### src/rf_ctrl_pkg.sv
// Constants shared by the focus, RF gain and RF offset control block.
package rf_ctrl_pkg;

	// ==========================================================
	// Control word layout
	localparam int WORD_WIDTH = 16;
	localparam int SEL_HI = 15;
	localparam int SEL_LO = 12;
	localparam logic [3:0] SEL_FOCUS = 4'h2;
	localparam logic [3:0] SEL_GAINS = 4'h3;
	localparam logic [3:0] SEL_LR_OFFSETS = 4'h4;
	localparam logic [3:0] SEL_SUM_OFFSET = 4'h5;

	// ==========================================================
	// Field positions
	localparam int ALT_STRETCH_BIT = 11;
	localparam int FOCUS_EN_N_BIT = 10;
	localparam int FRACTION_HI = 9;
	localparam int FRACTION_LO = 5;
	localparam int GAIN1_HI = 11;
	localparam int GAIN1_LO = 10;
	localparam int GAIN2_HI = 9;
	localparam int GAIN2_LO = 8;
	localparam int GAIN3_HI = 7;
	localparam int GAIN3_LO = 4;
	localparam int LEFT_HI = 11;
	localparam int LEFT_LO = 6;
	localparam int RIGHT_HI = 5;
	localparam int RIGHT_LO = 0;
	localparam int SUM_HI = 5;
	localparam int SUM_LO = 0;
	localparam int MODE_SUM_BIT = 0;
	localparam int MODE_SRC_BIT = 11;
	localparam int CODE_WIDTH = 6;

	// ==========================================================
	// Bus map: register index times four gives the byte address.
	localparam int ADDR_WIDTH = 8;
	localparam logic [7:0] ADDR_FOCUS = 8'h08;
	localparam logic [7:0] ADDR_GAINS = 8'h0c;
	localparam logic [7:0] ADDR_LR_OFFSETS = 8'h10;
	localparam logic [7:0] ADDR_SUM_OFFSET = 8'h14;
	localparam logic [7:0] ADDR_COMMAND = 8'h40;
	localparam logic [7:0] ADDR_MODE = 8'h44;
	localparam logic [7:0] ADDR_ROUTED = 8'h48;
	localparam logic [1:0] RESP_OKAY = 2'h0;
	localparam logic [1:0] RESP_SLVERR = 2'h2;

	// ==========================================================
	// Reset values
	localparam logic RST_ALT_STRETCH = 1'h0;
	localparam logic RST_FOCUS_EN_N = 1'h1;
	localparam logic [4:0] RST_FRACTION = 5'h00;
	localparam logic [1:0] RST_GAIN1 = 2'h0;
	localparam logic [1:0] RST_GAIN2 = 2'h0;
	localparam logic [3:0] RST_GAIN3 = 4'h0;
	localparam logic [5:0] RST_CODE = 6'h00;
	localparam logic RST_MODE_BIT = 1'h0;

endpackage

### src/focus_rf_gain_offset_regs.sv
// Focus offset, RF gain and RF offset control registers behind AXI4-Lite.
// Summary of operation
// Word top four bits select registers 2-5.
// Register 2 bit 11: alternate stretch timing.
// Register 2 bit 10 low enables focus offset.
// Register 2 bits 9-5: focus offset fraction.
// Register 3 bits 11-10: first stage gain.
// Register 3 bits 9-8: second stage gain.
// Register 3 bits 7-4: third stage gain.
// Left code drives left DAC without sum select.
// Right code drives right DAC without sum select.
// Sum select, source 0: right code drives both.
// Sum select, source 1: right code ignored.
// Sum code unused unless both mode bits set.
// Both set: sum code to sum, left to phase.
// Mode bit 0 is the sum input select.
// Mode bit 11 picks the phase offset source.
// Registers hold; other selectors change nothing.
// Routing follows stored fields and mode bits.
module focus_rf_gain_offset_regs
	import rf_ctrl_pkg::*;
(
	// Clock and reset
	input wire logic mclk,
	input wire logic srst,
	// AXI4-Lite write address and data
	input wire logic [ADDR_WIDTH-1:0] awaddr,
	input wire logic [2:0] awprot,
	input wire logic awvalid,
	output logic awready,
	input wire logic [31:0] wdata,
	input wire logic [3:0] wstrb,
	input wire logic wvalid,
	output logic wready,
	// AXI4-Lite write response
	output logic [1:0] bresp,
	output logic bvalid,
	input wire logic bready,
	// AXI4-Lite read
	input wire logic [ADDR_WIDTH-1:0] araddr,
	input wire logic [2:0] arprot,
	input wire logic arvalid,
	output logic arready,
	output logic [31:0] rdata,
	output logic [1:0] rresp,
	output logic rvalid,
	input wire logic rready,
	// Focus and gain controls
	output logic altStretchTimingMode,
	output logic focusOffsetEnable_n,
	output logic [4:0] focusOffsetFraction,
	output logic [1:0] firstStageGain,
	output logic [1:0] secondStageGain,
	output logic [3:0] thirdStageGain,
	// Routed offset DAC codes
	output logic [CODE_WIDTH-1:0] leftOffsetDac,
	output logic [CODE_WIDTH-1:0] rightOffsetDac,
	output logic [CODE_WIDTH-1:0] phaseOffsetDac,
	output logic [CODE_WIDTH-1:0] sumOffsetDac
);

	// ==========================================================
	// Write channel state
	logic awHeld_reg, awHeld_next, wHeld_reg, wHeld_next;
	logic [ADDR_WIDTH-1:0] waddr_reg, waddr_next;
	logic [31:0] wdat_reg, wdat_next;
	logic [3:0] wstb_reg, wstb_next;
	logic awready_reg, awready_next, wready_reg, wready_next;
	logic bvalid_reg, bvalid_next;
	logic [1:0] bresp_reg, bresp_next;
	logic commit, cmdWrite, modeWrite, fullWord;

	always_comb begin
		awHeld_next = awHeld_reg;
		wHeld_next = wHeld_reg;
		waddr_next = waddr_reg;
		wdat_next = wdat_reg;
		wstb_next = wstb_reg;
		bvalid_next = bvalid_reg;
		bresp_next = bresp_reg;
		commit = awHeld_reg && wHeld_reg && !bvalid_reg;
		fullWord = (wstb_reg[1:0] == 2'h3);
		cmdWrite = commit && (waddr_reg == ADDR_COMMAND) && fullWord;
		modeWrite = commit && (waddr_reg == ADDR_MODE) && fullWord;
		if (awvalid && awready_reg) begin
			awHeld_next = 1'b1;
			waddr_next = awaddr;
		end
		if (wvalid && wready_reg) begin
			wHeld_next = 1'b1;
			wdat_next = wdata;
			wstb_next = wstrb;
		end
		if (commit) begin
			awHeld_next = 1'b0;
			wHeld_next = 1'b0;
			bvalid_next = 1'b1;
			bresp_next = (cmdWrite || modeWrite) ? RESP_OKAY : RESP_SLVERR;
		end
		if (bvalid_reg && bready) begin
			bvalid_next = 1'b0;
		end
		awready_next = !awHeld_next && !bvalid_next;
		wready_next = !wHeld_next && !bvalid_next;
	end

	always_ff @(posedge mclk) begin
		if (srst) begin
			awHeld_reg <= 1'b0;
			wHeld_reg <= 1'b0;
			waddr_reg <= '0;
			wdat_reg <= 32'h0;
			wstb_reg <= 4'h0;
			awready_reg <= 1'b0;
			wready_reg <= 1'b0;
			bvalid_reg <= 1'b0;
			bresp_reg <= RESP_OKAY;
		end else begin
			awHeld_reg <= awHeld_next;
			wHeld_reg <= wHeld_next;
			waddr_reg <= waddr_next;
			wdat_reg <= wdat_next;
			wstb_reg <= wstb_next;
			awready_reg <= awready_next;
			wready_reg <= wready_next;
			bvalid_reg <= bvalid_next;
			bresp_reg <= bresp_next;
		end
	end

	// ==========================================================
	// Control word storage
	logic [3:0] strobe;
	logic [WORD_WIDTH-1:0] cmdWord;
	logic altStretch_reg, altStretch_next, focusEnN_reg, focusEnN_next;
	logic [4:0] fraction_reg, fraction_next;
	logic [1:0] gain1_reg, gain1_next, gain2_reg, gain2_next;
	logic [3:0] gain3_reg, gain3_next;
	logic [CODE_WIDTH-1:0] leftCode_reg, leftCode_next, rightCode_reg, rightCode_next;
	logic [CODE_WIDTH-1:0] sumCode_reg, sumCode_next;
	logic sumSel_reg, sumSel_next, phaseSrc_reg, phaseSrc_next;
	logic [CODE_WIDTH-1:0] leftDac_next, rightDac_next, phaseDac_next, sumDac_next;
	logic [CODE_WIDTH-1:0] leftDac_reg, rightDac_reg, phaseDac_reg, sumDac_reg;

	assign cmdWord = wdat_reg[WORD_WIDTH-1:0];

	control_word_decoder decoder (
		.wordValid(cmdWrite),
		.word(cmdWord),
		.writeStrobe(strobe)
	);

	always_comb begin
		altStretch_next = altStretch_reg;
		focusEnN_next = focusEnN_reg;
		fraction_next = fraction_reg;
		gain1_next = gain1_reg;
		gain2_next = gain2_reg;
		gain3_next = gain3_reg;
		leftCode_next = leftCode_reg;
		rightCode_next = rightCode_reg;
		sumCode_next = sumCode_reg;
		sumSel_next = sumSel_reg;
		phaseSrc_next = phaseSrc_reg;
		if (strobe[0]) begin
			altStretch_next = cmdWord[ALT_STRETCH_BIT];
			focusEnN_next = cmdWord[FOCUS_EN_N_BIT];
			fraction_next = cmdWord[FRACTION_HI:FRACTION_LO];
		end
		if (strobe[1]) begin
			gain1_next = cmdWord[GAIN1_HI:GAIN1_LO];
			gain2_next = cmdWord[GAIN2_HI:GAIN2_LO];
			gain3_next = cmdWord[GAIN3_HI:GAIN3_LO];
		end
		if (strobe[2]) begin
			leftCode_next = cmdWord[LEFT_HI:LEFT_LO];
			rightCode_next = cmdWord[RIGHT_HI:RIGHT_LO];
		end
		if (strobe[3]) begin
			sumCode_next = cmdWord[SUM_HI:SUM_LO];
		end
		if (modeWrite) begin
			sumSel_next = wdat_reg[MODE_SUM_BIT];
			phaseSrc_next = wdat_reg[MODE_SRC_BIT];
		end
	end

	// Routing from next values keeps the DAC flops in step with the fields.
	offset_router router (
		.sumInputSelect(sumSel_next),
		.phaseOffsetSourceSelect(phaseSrc_next),
		.leftOffsetCode(leftCode_next),
		.rightOffsetCode(rightCode_next),
		.sumOffsetCode(sumCode_next),
		.leftDac(leftDac_next),
		.rightDac(rightDac_next),
		.phaseDac(phaseDac_next),
		.sumDac(sumDac_next)
	);

	always_ff @(posedge mclk) begin
		if (srst) begin
			altStretch_reg <= RST_ALT_STRETCH;
			focusEnN_reg <= RST_FOCUS_EN_N;
			fraction_reg <= RST_FRACTION;
			gain1_reg <= RST_GAIN1;
			gain2_reg <= RST_GAIN2;
			gain3_reg <= RST_GAIN3;
			leftCode_reg <= RST_CODE;
			rightCode_reg <= RST_CODE;
			sumCode_reg <= RST_CODE;
			sumSel_reg <= RST_MODE_BIT;
			phaseSrc_reg <= RST_MODE_BIT;
			leftDac_reg <= RST_CODE;
			rightDac_reg <= RST_CODE;
			phaseDac_reg <= RST_CODE;
			sumDac_reg <= RST_CODE;
		end else begin
			altStretch_reg <= altStretch_next;
			focusEnN_reg <= focusEnN_next;
			fraction_reg <= fraction_next;
			gain1_reg <= gain1_next;
			gain2_reg <= gain2_next;
			gain3_reg <= gain3_next;
			leftCode_reg <= leftCode_next;
			rightCode_reg <= rightCode_next;
			sumCode_reg <= sumCode_next;
			sumSel_reg <= sumSel_next;
			phaseSrc_reg <= phaseSrc_next;
			leftDac_reg <= leftDac_next;
			rightDac_reg <= rightDac_next;
			phaseDac_reg <= phaseDac_next;
			sumDac_reg <= sumDac_next;
		end
	end

	// ==========================================================
	// Read channel
	logic arready_reg, arready_next, rvalid_reg, rvalid_next;
	logic [31:0] rdata_reg, rdata_next;
	logic [1:0] rresp_reg, rresp_next;

	always_comb begin
		arready_next = arready_reg;
		rvalid_next = rvalid_reg;
		rdata_next = rdata_reg;
		rresp_next = rresp_reg;
		if (arvalid && arready_reg) begin
			arready_next = 1'b0;
			rvalid_next = 1'b1;
			rresp_next = RESP_OKAY;
			rdata_next = 32'h0;
			if (araddr == ADDR_FOCUS) begin
				rdata_next[15:0] = {SEL_FOCUS, altStretch_reg, focusEnN_reg, fraction_reg, 5'h00};
			end else if (araddr == ADDR_GAINS) begin
				rdata_next[15:0] = {SEL_GAINS, gain1_reg, gain2_reg, gain3_reg, 4'h0};
			end else if (araddr == ADDR_LR_OFFSETS) begin
				rdata_next[15:0] = {SEL_LR_OFFSETS, leftCode_reg, rightCode_reg};
			end else if (araddr == ADDR_SUM_OFFSET) begin
				rdata_next[15:0] = {SEL_SUM_OFFSET, 6'h00, sumCode_reg};
			end else if (araddr == ADDR_MODE) begin
				rdata_next[MODE_SUM_BIT] = sumSel_reg;
				rdata_next[MODE_SRC_BIT] = phaseSrc_reg;
			end else if (araddr == ADDR_ROUTED) begin
				rdata_next[23:0] = {leftDac_reg, rightDac_reg, phaseDac_reg, sumDac_reg};
			end else if (araddr != ADDR_COMMAND) begin
				rresp_next = RESP_SLVERR;
			end
		end
		if (rvalid_reg && rready) begin
			rvalid_next = 1'b0;
			arready_next = 1'b1;
		end
		if (!arready_reg && !rvalid_reg) begin
			arready_next = 1'b1;
		end
	end

	always_ff @(posedge mclk) begin
		if (srst) begin
			arready_reg <= 1'b0;
			rvalid_reg <= 1'b0;
			rdata_reg <= 32'h0;
			rresp_reg <= RESP_OKAY;
		end else begin
			arready_reg <= arready_next;
			rvalid_reg <= rvalid_next;
			rdata_reg <= rdata_next;
			rresp_reg <= rresp_next;
		end
	end

	// ==========================================================
	// Outputs
	assign awready = awready_reg;
	assign wready = wready_reg;
	assign bvalid = bvalid_reg;
	assign bresp = bresp_reg;
	assign arready = arready_reg;
	assign rvalid = rvalid_reg;
	assign rdata = rdata_reg;
	assign rresp = rresp_reg;
	assign altStretchTimingMode = altStretch_reg;
	assign focusOffsetEnable_n = focusEnN_reg;
	assign focusOffsetFraction = fraction_reg;
	assign firstStageGain = gain1_reg;
	assign secondStageGain = gain2_reg;
	assign thirdStageGain = gain3_reg;
	assign leftOffsetDac = leftDac_reg;
	assign rightOffsetDac = rightDac_reg;
	assign phaseOffsetDac = phaseDac_reg;
	assign sumOffsetDac = sumDac_reg;

	// ==========================================================
	// Assertions
	a_focus_fields: assert property (@(posedge mclk) disable iff (srst)
		strobe[0] |=> (altStretchTimingMode == $past(cmdWord[ALT_STRETCH_BIT]))
			&& (focusOffsetFraction == $past(cmdWord[FRACTION_HI:FRACTION_LO])))
		else $error("Focus register fields not stored.");
	a_focus_enable: assert property (@(posedge mclk) disable iff (srst)
		cmdWrite && (cmdWord[SEL_HI:SEL_LO] == SEL_FOCUS)
			|=> focusOffsetEnable_n == $past(cmdWord[FOCUS_EN_N_BIT]))
		else $error("Focus offset enable not stored.");
	a_gain_fields: assert property (@(posedge mclk) disable iff (srst)
		strobe[1] |=> (firstStageGain == $past(cmdWord[GAIN1_HI:GAIN1_LO]))
			&& (secondStageGain == $past(cmdWord[GAIN2_HI:GAIN2_LO]))
			&& (thirdStageGain == $past(cmdWord[GAIN3_HI:GAIN3_LO])))
		else $error("Gain fields not stored.");
	a_other_selector: assert property (@(posedge mclk) disable iff (srst)
		cmdWrite && (strobe == 4'h0) |=> $stable(leftCode_reg) && $stable(sumCode_reg)
			&& $stable(gain3_reg) && $stable(fraction_reg))
		else $error("Unaddressed word changed a register.");
	a_left_right_route: assert property (@(posedge mclk) disable iff (srst)
		!sumSel_reg |-> (leftOffsetDac == leftCode_reg) && (rightOffsetDac == rightCode_reg))
		else $error("Left or right DAC not from its field.");
	a_shared_route: assert property (@(posedge mclk) disable iff (srst)
		sumSel_reg && !phaseSrc_reg
			|-> (phaseOffsetDac == rightCode_reg) && (sumOffsetDac == rightCode_reg))
		else $error("Phase and sum DACs not shared.");
	a_split_route: assert property (@(posedge mclk) disable iff (srst)
		sumSel_reg && phaseSrc_reg
			|-> (sumOffsetDac == sumCode_reg) && (phaseOffsetDac == leftCode_reg))
		else $error("Sum or phase DAC not split.");
	a_mode_follow: assert property (@(posedge mclk) disable iff (srst)
		modeWrite ##1 sumSel_reg |-> (leftOffsetDac == 6'h00) && (rightOffsetDac == 6'h00))
		else $error("Left and right DACs not released.");
	a_write_answer: assert property (@(posedge mclk) disable iff (srst)
		commit |=> bvalid && (bresp == (($past(cmdWrite) || $past(modeWrite))
			? RESP_OKAY : RESP_SLVERR)))
		else $error("Write response missing or wrong.");

endmodule

### src/control_word_decoder.sv
// Selector decode of a 16-bit control word into per-register write strobes.
module control_word_decoder
	import rf_ctrl_pkg::*;
(
	// Incoming word
	input wire logic wordValid,
	input wire logic [WORD_WIDTH-1:0] word,
	// Strobes for the focus, gain, left/right and sum registers
	output logic [3:0] writeStrobe
);

	// ==========================================================
	// Decoding
	function automatic logic [3:0] selectorToStrobe(input logic [3:0] sel);
		logic [3:0] s;
		s = 4'h0;
		if (sel == SEL_FOCUS) begin
			s = 4'h1;
		end else if (sel == SEL_GAINS) begin
			s = 4'h2;
		end else if (sel == SEL_LR_OFFSETS) begin
			s = 4'h4;
		end else if (sel == SEL_SUM_OFFSET) begin
			s = 4'h8;
		end
		return s;
	endfunction

	always_comb begin
		writeStrobe = 4'h0;
		if (wordValid) begin
			writeStrobe = selectorToStrobe(word[SEL_HI:SEL_LO]);
		end
	end

endmodule

### src/offset_router.sv
// Routing of stored offset codes onto the left, right, phase and sum DACs.
module offset_router
	import rf_ctrl_pkg::*;
(
	// Mode bits
	input wire logic sumInputSelect,
	input wire logic phaseOffsetSourceSelect,
	// Stored codes
	input wire logic [CODE_WIDTH-1:0] leftOffsetCode,
	input wire logic [CODE_WIDTH-1:0] rightOffsetCode,
	input wire logic [CODE_WIDTH-1:0] sumOffsetCode,
	// Routed DAC codes
	output logic [CODE_WIDTH-1:0] leftDac,
	output logic [CODE_WIDTH-1:0] rightDac,
	output logic [CODE_WIDTH-1:0] phaseDac,
	output logic [CODE_WIDTH-1:0] sumDac
);

	// ==========================================================
	// Routing
	always_comb begin
		leftDac = RST_CODE;
		rightDac = RST_CODE;
		phaseDac = RST_CODE;
		sumDac = RST_CODE;
		if (!sumInputSelect) begin
			leftDac = leftOffsetCode;
			rightDac = rightOffsetCode;
		end else if (!phaseOffsetSourceSelect) begin
			phaseDac = rightOffsetCode;
			sumDac = rightOffsetCode;
		end else begin
			phaseDac = leftOffsetCode;
			sumDac = sumOffsetCode;
		end
	end

endmodule

### config.mk
export PLATFORM = sky130hd
export DESIGN_NAME = focus_rf_gain_offset_regs
export DESIGN_NICKNAME = d
export VERILOG_FILES = /design/src/rf_ctrl_pkg.sv /design/src/focus_rf_gain_offset_regs.sv /design/src/control_word_decoder.sv /design/src/offset_router.sv
export SDC_FILE = /design/constraint.sdc
export NUM_CORES = 1
export LEC_CHECK = 0
export ABC_CLOCK_PERIOD_IN_PS = 5800
export BUFFER_PORTS_ARGS = -buffer_cell sky130_fd_sc_hd__buf_4
export CAP_MARGIN = 15
export CORE_AREA = 2 2 101 103
export CTS_CLUSTER_SIZE = 16
export DETAILED_ROUTE_END_ITERATION = 10
export DIE_AREA = 0 0 103 105
export PLACE_DENSITY = 0.8
export REMOVE_ABC_BUFFERS = 1
export SLEW_MARGIN = 40
export SYNTH_ARGS = -nofsm -noshare
export SYNTH_HDL_FRONTEND = slang
export SYNTH_HIERARCHICAL = 1
export SYNTH_SLANG_ARGS = --single-unit
### constraint.sdc
create_clock -name mclk -period 5.8 [get_ports mclk]
set_clock_uncertainty 0.05 [all_clocks]
set_input_delay 0.87 -clock mclk [delete_from_list [all_inputs] [get_ports mclk]]
set_output_delay 0.87 -clock mclk [all_outputs]
set_load 0.05 [all_outputs]
==> impl_metrics.yaml, run 1 <==
clock_tree:
  cts_sinks: 118
  h-tree-depth: 4
  path_clk_slew_ns: 0.05
  ctsResizeCount: 0
  cts_tree: "yes"
  cts_root_buffer: "clkbuf_8"
  clockBufferDepth: 2
  hold_buffers: 0
  cts_buffers: 17
  insertion_delay_ns: 0.51
  cts_setup_buffers: 0
power_and_ir_drop:
  clockPowerShare_pct: 51.7
  p_leak_nw: 2.56
  p_sw_mw: 0.450
  p_sw_share_pct: 22.5
  p_per_area_nw_per_um2: 313
  power_mw: 2.00
  combPwrFrac_pct: 6.5
  internal_power_mw: 1.55
  share_seq_of_total_power_pct: 41.8
  peakVddDrop_mv: 0.204
floorplanning:
  die_width_um: 103
  num_io_pins: 145
  core_area_um2: 9640
  initial_core_util_pct: 51.9
  die-area_um2: 10800
  num_rows: 36
  fp.dieH_um: 105
routing:
  drt-initial-drc-count: 293
  routed_wl_mm: 13.0
  ant_nets: 0
  viasPerCell: 5.48
  drt-pass1-iter-count: 5
  drc: 0
  vias: 4380
  routedWlPerCell_um: 16.3
worst_setup_path:
  crit_top_cell: "nor2b_1"
  critPathKind: "reg2reg"
  cp.arrival_ns: 3.33
  required_ns: 6.12
  path_delay_family: "simple AND/OR/NAND/NOR gates"
  slowest_delay_ns: 0.41
  setup.worst_path.start_class: "flop"
  critPathMaxFanout: 13
  worstSetupEndpointType: "flop"
  crit_buf_inv: 1
  crit_path_cell_trace: "nor4b_1 > and4_1 > nor2b_1 > or3b_1 > nor2_1 > buf_4 > mux2_2 > nand2b_1 > a21boi_1 > nor2b_1"
  cpMaxStageDelayCell: "nor4b_1"
yosys:
  synth_seq_area_share_pct: 47.2
  synth_cells: 559
  ys.flop_type: "dfxtp_1"
  syn_area_um2: 5010
  synth-seq-cells: 118
  synth_edf_count: 0
  async_flop_share_pct: 0
  ys_warn_count: 6
  synth_cell_types: 54
  postSynthAreaPerCell_um2: 8.96
finish:
  n_antenna_cell: 0
  fin_util_pct: 66.5
  nFillCells: 799
  final_cells: 799
  final_nets: 718
  largest_reg_flops: 24
  drive_gt1_share_pct: 25.4
  area_delta_synth_final_pct: 27.9
grt:
  antenna_found_initial: 0
  grt_overflow: 0
  grt_first_pass_wirelength_mm: 20.4
  grt.total_usage_pct: 24.4
  grt_pass1_vias: 4081
  grt_max_degree: 71
placement:
  place_ws_ns: 2.85
  place.gp.congestion: 0.872
  dpl.hpwl_mm: 8.98
  portBuffers: 110
  place_inst: 767
min_path:
  hold_class: "reg2reg"
timing:
  slew_violations: 0
  tns_ns: 0
  finalSetupViolCount: 0
  max_freq_ghz: 0.333
  hold_viol_final: 0
  rsz0062_at_grt: "no"
  finalCritPeriodShare_pct: 51.8
  period_needed_ns: 3.01
  fin_ws_ns: 2.79
  tightest_slew_ns: 0.798
  slew_headroom_pct: 46.6
run:
  drv_cap: 0
run_status:
  status: "finished clean"
[cells in the final DEF, fill, tap and decap left out, drive strengths merged, types with 2 or more instances in the layout]
cell type  netlist  final
a221oi           5      5
and3b            2      2
nor3             6      6
conb             1     10
a21oi           36     36
or3              2      2
buf             18    112
mux2            20     20
and2             9      9
nand2           82     82
bufinv           0      3
nand2b          13     13
mux2i           16     16
or4              2      2
nand3b           3      3
inv              5      5
a31oi            6      6
clkbuf          28     24
a311oi           3      3
nor4             7      7
nand3            8      8
a21boi          12     12
o31ai            5      5
or3b             3      3
clkinv           0      4
nor2b           58     58
nor2            48     48
o32ai            6      6
o21ai            4      4
nor3b            2      2
dfxtp          118    118
a22oi           14     14
[through the flow]
| stage | instance area [um^2] | hold WS [ns] |
|---|---|---|
| 2_1_floorplan | 4800 | 0.364 |
| 3_3_place_gp | 5810 | 0.387 |
| 3_5_place_dp | 5810 | 0.384 |
| 4_1_cts | 6410 | 0.407 |
| 5_1_grt | 6410 | 0.416 |
| 6_report | 6410 | 0.401 |
[Yosys cell counts (all sizes together) (2+ instances only)]
library cell  instances  area [um^2]
nor4                  7         73.8
or4                   2         15.0
nand3b                3         22.5
a311oi                3         26.3
buf                  18          134
o31ai                 5         37.5
and3b                 2         17.5
nor2                 48          188
or3                   2         12.5
inv                   5         18.8
a221oi                5         43.8
o32ai                 6         52.6
a21oi                36          180
a21boi               12         90.1
nand2                82          308
nor3b                 2         15.0
a31oi                 6         37.5
or3b                  3         26.3
a22oi                14          105
mux2                 20          225
and2                  9         56.3
o21ai                 4         20.0
nand2b               13         81.3
clkbuf               28          105
nand3                 8         40.0
nor3                  6         41.3
nor2b                58          363
mux2i                16          160
dfxtp               118         2360
[final cells by class]
cell class	instances	area [um^2]	share of cell area, %
clock buffer	24	470	7.34
inverter	5	18.8	0.293
sequential	118	2360	36.9
timing repair buffer	112	841	13.1
clock inverter	8	121	1.89
tap	133	166	2.60
multi-input combinational	399	2430	37.9
[kinds of logic after synthesis]
kind of cell,share of synthesized area [%]
mux,7.70
compound gates,13.1
xor+xnor,0.175
buf+inv,5.15
flops,47.2
other cells,0.0749
simple gates,26.6
[metal layers]
metal,up-vias,GRT usage [%],share of wire [%]
li1,2092,-,-
met1,2043,30.9,41
met2,221,40.5,49
met3,24,6.22,8.1
met4,0,7.33,1.6
met5,-,0,0
[worst register-to-register path: stages, from the launching register on]
cell	delay [ns]
dfxtp_1	0.31
nor4b_1	0.41
and4_1	0.32
nor2b_1	0.21
or3b_1	0.41
nor2_1	0.13
buf_4	0.25
mux2_2	0.39
nand2b_1	0.17
a21boi_1	0.08
nor2b_1	0.13
[power by group through the flow]
stage | combinational, mW | sequential [mW] | clock [mW]
finish | 0.131 | 0.838 | 1.04
global route | 0.142 | 0.839 | 1.08
CTS | 0.131 | 0.837 | 1.05
detailed placement | 0.130 | 0.854 | 0
global placement | 0.128 | 0.854 | 0
floorplan | 0.0540 | 0.868 | 0
[path summary, 6_finish.rpt]
check / startpoint / endpoint / slack (ns) / cells past startpoint
setup reg to reg: waddr_reg[1] / phaseOffsetDac[1] / 2.79 / 10
hold reg to reg: awHeld_reg / awready / 0.40 / 1
setup / recovery: waddr_reg[1] / phaseOffsetDac[1] / 2.79 / 10
hold / removal: awHeld_reg / awready / 0.40 / 1
No activity file was read; power rests on OpenSTA's default activity.
==> inputs of run 2 (changes only) <==
Settings changed: ABC_AREA set to 1, ABC_CLOCK_PERIOD_IN_PS 5800 to 3100, CORE_AREA 2 2 101 103 to 2 2 102 104, DIE_AREA 0 0 103 105 to 0 0 104 106, PLACE_DENSITY 0.8 to 0.78.
Clock period 5.8 ns to 3.1 ns, I/O delays scaled along.
==> run 2 against run 1 <==
  * Largest cell class is now registers
  * Largest power group unchanged
  * Global-route usage up 0.29 points
  * Critical path type unchanged
  * Sequential power grew 89%
  * Flip-flop and latch count unchanged
  * Highest routed layer unchanged
==> impl_metrics.yaml, run 2 <==
timing:
  hold_viol_final: 0
  tns_ns: 0
  tightest_slew_ns: 0.790
  period_needed_ns: 2.48
  max_freq_ghz: 0.403
  slew_violations: 0
  finalSetupViolCount: 0
  finalCritPeriodShare_pct: 80.1
  rsz0062_at_grt: "no"
  slew_headroom_pct: 47.3
grt:
  grt.total_usage_pct: 24.7
  grt_pass1_vias: 4774
  grt_first_pass_wirelength_mm: 21.7
  grt_overflow: 0
  grt_max_degree: 73
  antenna_found_initial: 0
clock_tree:
  cts_setup_buffers: 0
  cts_tree: "yes"
  clockBufferDepth: 2
  cts_root_buffer: "clkbuf_8"
  path_clk_slew_ns: 0.06
  cts_buffers: 17
  hold_buffers: 0
  h-tree-depth: 4
  insertion_delay_ns: 0.52
  cts_sinks: 118
  ctsResizeCount: 0
finish:
  mostFrequentLayoutCell: "nand2_1"
  area_delta_synth_final_pct: 29.2
  largest_reg_flops: 24
  fin_util_pct: 64.6
  regArea_um2: 2360
  multiInputGateArea_um2: 2150
  stdcell_area_um2: 6460
  final_nets: 892
  mostFrequentLayoutCells: "166 x nand2_1, 138 x nor2_1, 118 x dfxtp_1"
  drive_gt1_share_pct: 21.2
  nFillCells: 909
  n_antenna_cell: 0
worst_setup_path:
  setup.worst_path.start_class: "flop"
  critPathKind: "reg2reg"
  r2r_cells: 9
  required_ns: 3.44
  worstSetupEndpointType: "flop"
  cp.arrival_ns: 2.82
  critPathMaxFanout: 10
placement:
  place.gp.congestion: 0.860
  portBuffers: 110
  dpl.hpwl_mm: 8.92
  place_area_um2: 5860
yosys:
  synth_common_cells: "166 x nand2_1, 138 x nor2_1, 118 x dfxtp_1, 69 x inv_1, 65 x a21oi_1"
  postSynthAreaPerCell_um2: 6.94
  synth_seq_area_share_pct: 47.2
  synth_edf_count: 0
  netlist.top_cell.by_area: "dfxtp_1"
  async_flop_share_pct: 0
  yosys.area.top_type_share_pct: 47.2
  synth_cells: 720
  synth_cell_types: 26
  yosysMostFrequentCell: "nand2_1"
  syn_area_um2: 5000
  synth-seq-cells: 118
  ys.flop_type: "dfxtp_1"
  ys_warn_count: 6
  synth_area_leaders: "dfxtp_1 47%, nand2_1 12%, nor2_1 10%"
routing:
  ant_nets: 0
  routed_wl_mm: 13.2
  vias: 4856
  drt-pass1-iter-count: 4
  drc: 0
  drt-initial-drc-count: 305
  viasPerCell: 4.98
  routedWlPerCell_um: 13.5
power_and_ir_drop:
  share_seq_of_total_power_pct: 41.4
  p_per_area_nw_per_um2: 591
  power_mw: 3.82
  combPwrFrac_pct: 6.8
  p_sw_mw: 0.885
  p_sw_share_pct: 23.2
  peakVddDrop_mv: 0.350
  p_leak_nw: 2.89
  internal_power_mw: 2.93
  clockPowerShare_pct: 51.8
floorplanning:
  die_width_um: 104
  num_io_pins: 145
  fp.dieH_um: 106
  num_rows: 37
  die-area_um2: 11000
  core_area_um2: 10000
  initial_core_util_pct: 50.0
run:
  drv_cap: 0
min_path:
  hold_class: "in2reg"
  hold-path-cell-count: 3
run_status:
  status: "finished clean"
[run 2: cell types whose count changed after synthesis, moves of 9 or more]
cell      change
nand3_1      +24
a21oi_1      +29
nand2_1      +84
and2_1        -9
a21boi_1     -12
nor2_1       +91
clkbuf_1     -11
nor2b_1      -58
a22oi_1      -14
o21ai_0      +43
inv_1        +64
mux2i_1      -16
mux2_2       -20
nand2b_1     -13
[run 2: path summary, 6_finish.rpt]
| path | from | end | slack [ns] |
|---|---|---|---|
| min | awaddr[7] | waddr_reg[7] | 0.15 |
| max | bvalid | focusOffsetFraction[3] | 0.62 |
| min reg2reg | rdata[14] | rdata[14] | 0.41 |
| max reg2reg | bvalid | focusOffsetFraction[3] | 0.62 |
[run 2: layout make-up]
| cell class | count | area share [%] |
|---|---|---|
| clock inverters | 14 | 2.85 |
| clock buffers | 18 | 6.47 |
| flip-flops and latches | 118 | 36.6 |
| repair buffers | 117 | 13.6 |
| inverters | 78 | 4.53 |
| well taps | 136 | 2.63 |
| multi-input cells | 495 | 33.4 |
[run 2: per-stage QoR]
step | hold slack [ns] | cells | worst slack, ns
final | 0.149 | 976 | 0.617
after global routing | 0.136 | 976 | 0.295
after CTS | 0.137 | 976 | 0.658
after detailed placement | 0.400 | 944 | 0.709
after global placement | 0.392 | 944 | 0.799
after floorplan | 0.381 | 691 | 0.583
[run 2: cells by family (layout without fill, tap and decap cells)]
kind of cell           after synthesis  count (layout)  share of synthesized area [%]
AND/OR/NAND/NOR                    363             363                           29.5
AO/OA/AOI/OAI                      122             122                           12.8
flip-flops                         118             118                           47.2
buffers and inverters              116             227                           10.3
other                                1              10                         0.0750
[run 2: critical path, cell delays in order (launching register included)]
cell      delay, ns
dfxtp_1        0.32
nand3b_1       0.26
nor3_1         0.23
nand2_1        0.09
nor2_1         0.21
nand2_1        0.11
nor2_1         0.37
clkinv_1       0.40
o21ai_0        0.26
a21oi_1        0.06
[run 2: power groups by stage]
stage / logic [mW] / clock network, mW / registers [mW]
finish: 0.259 / 1.98 / 1.58
global route: 0.286 / 2.08 / 1.59
CTS: 0.260 / 2.00 / 1.58
detailed placement: 0.259 / 0 / 1.61
global placement: 0.252 / 0 / 1.61
floorplan: 0.127 / 0 / 1.63
[run 2: metal layers]
| layer | wire, um | up-vias | global-route usage (%) |
|---|---|---|---|
| met3 | 943 | 14 | 7.48 |
| met2 | 6660 | 166 | 42.4 |
| met1 | 5470 | 2224 | 28.4 |
| li1 | - | 2452 | - |
| met5 | 0 | - | 0 |
| met4 | 147 | 0 | 11.2 |
==> inputs of run 3 (changes only) <==
Settings changed: ABC_CLOCK_PERIOD_IN_PS 3100 to 2100, CORE_AREA 2 2 102 104 to 2 2 107 109, DIE_AREA 0 0 104 106 to 0 0 109 111, PLACE_DENSITY 0.78 to 0.75.
Clock period 3.1 ns to 2.1 ns, I/O delays scaled along.
==> run 3 against run 2 <==
  * Routed wire length down 1.4%
  * Clock power up 61%
  * Maximum frequency up 20%
  * Combinational power up 50%
  * Flip-flop and latch count unchanged
  * Register-to-register slack worse by 0.59 ns
  * Final cell count up 2.6%
  * Power up 55%
  * First-iteration DRC count down 8.2%
  * Utilization down 3.7 points
  * Non-clock buffer count up 18
  * Via count about the same
==> impl_metrics.yaml, run 3 (synthesized netlist as in run 2, its figures left out) <==
routing:
  viasPerCell: 4.85
  drt-pass1-iter-count: 5
  drt-initial-drc-count: 280
  vias: 4854
  ant_nets: 0
  drc: 0
  routed_wl_mm: 13.0
  routedWlPerCell_um: 13.0
run:
  drv_cap: 0
worst_setup_path:
  r2r_cells: 16
  cp.depth: 16
  cpMaxStageDelayCell: "dfxtp_1"
  crit_path_cell_trace: "nor2_1 > nand3_1 > nor3b_2 > nand2_1 > nor2_2 > buf_4 > nand2_2 > nor2_2 > buf_6 > clkinvlp_4 > nand2_2 > nand2_1 > nand2_1 > a21oi_2 > inv_1 > nor2_2"
  path_delay_family: "simple AND/OR/NAND/NOR gates"
  cp.arrival_ns: 2.32
  r2r-start: "waddr_reg[3]"
  critPathMaxFanout: 7
  worstSetupStartpoint: "waddr_reg[3]"
  critPathKind: "reg2reg"
  required_ns: 2.35
  worstSetupEndpointType: "flop"
  slowest_delay_ns: 0.31
  crit_buf_inv: 4
  setup.worst_path.start_class: "flop"
clock_tree:
  cts_sinks: 118
  insertion_delay_ns: 0.42
  cts_buffers: 17
  clockBufferDepth: 2
  h-tree-depth: 4
  path_clk_slew_ns: 0.06
  cts_root_buffer: "clkbuf_16"
  cts_tree: "yes"
  hold_buffers: 0
grt:
  grt_first_pass_wirelength_mm: 21.3
  grt_pass1_vias: 4527
  grt_max_degree: 46
  antenna_found_initial: 0
  grt_overflow: 0
  grt.total_usage_pct: 22.5
floorplanning:
  num_rows: 39
  initial_core_util_pct: 45.1
  core_area_um2: 11100
  die-area_um2: 12100
  fp.dieH_um: 111
  die_width_um: 109
  num_io_pins: 145
run_status:
  status: "finished clean"
finish:
  final_cells: 1001
  area_delta_synth_final_pct: 34.9
  largest_reg_flops: 24
  drive_gt1_share_pct: 26.0
  final_nets: 910
  fin_util_pct: 60.9
  n_antenna_cell: 0
  mostFrequentLayoutCells: "158 x nand2_1, 132 x buf_4, 131 x nor2_1"
  stdcell_area_um2: 6750
  mostFrequentLayoutCell: "nand2_1"
  nFillCells: 988
min_path:
  hold_class: "in2reg"
  hold-path-cell-count: 3
  hold_path.startpoint: "wdata[3]"
placement:
  place.gp.congestion: 0.877
  place_inst: 964
  dpl.hpwl_mm: 8.96
  portBuffers: 110
  place_area_um2: 5960
timing:
  max_freq_ghz: 0.483
  period_needed_ns: 2.07
  finalSetupViolCount: 0
  slew_violations: 0
  rsz0062_at_grt: "yes"
  hold_viol_final: 0
  finalCritPeriodShare_pct: 98.6
power_and_ir_drop:
  p_per_area_nw_per_um2: 875
  p_leak_nw: 3.01
  peakVddDrop_mv: 0.423
  power_mw: 5.91
run 3: cell count changes in the layout (fill, tap and decap cells not counted), moves of 3 or more:
cell and delta:
clkinv_2 -3, inv_1 -3, nand2_1 -8, buf_6 +3
nor2_2 +6, nor2_1 -7, a21oi_2 +4, buf_4 +15
nand2_2 +8, a21oi_1 -4, inv_2 +3
run 3: area by class of cell:
type / count / area, um^2 / area share (%)
clock buffers: 20 / 457 / 6.77
clock inverters: 12 / 200 / 2.97
inverters: 78 / 297 / 4.40
multi-input cells: 495 / 2230 / 33.0
flip-flops and latches: 118 / 2360 / 35.0
well taps: 143 / 179 / 2.65
repair buffers: 135 / 1020 / 15.2
run 3: worst paths after layout:
| path | endpoint | slack, ns |
|---|---|---|
| hold reg to reg | waddr_reg[4] | 0.41 |
| setup reg to reg | sumOffsetDac[4] | 0.03 |
| setup / recovery | sumOffsetDac[4] | 0.03 |
| hold / removal | wdat_reg[3] | 0.10 |
run 3: repair_timing:
action | 4_1_cts | 5_1_grt
pin swaps | 0 | 14
hold endpoints to repair | 0 | 0
endpoints found under the setup margin | 9 | 33
resized for setup | 2 | 31
buffers inserted | 0 | 5
run 3: tightest hold or removal path, delay by kind of cell:
| family | cells | cell delay (ns) |
|---|---|---|
| simple gates | 1 | 0.07 |
| compound gates | 1 | 0.07 |
| buf+inv | 1 | 0.07 |
run 3: where the power goes:
part	internal (mW)	switching [mW]	total (mW)
logic	0.131	0.257	0.388
registers	2.29	0.0446	2.34
clock network	2.16	1.01	3.18
run 3: stage by stage:
stage	setup slack [ns]	TNS (ns)	hold WS [ns]
floorplan	-0.417	-12.07	0.327
global placement	-0.0153	-0.0153	0.394
detailed placement	-0.0291	-0.0490	0.401
CTS	0.00692	0	0.0880
global route	-0.157	-1.62	0.105
finish	0.0292	0	0.102
run 3: routing by layer:
layer	GRT usage, %	up-vias	share of wire [%]
li1	-	2482	-
met1	29.2	2172	44
met2	34.6	177	47
met3	6.11	23	6.7
met4	10.0	0	2.2
met5	0	-	0
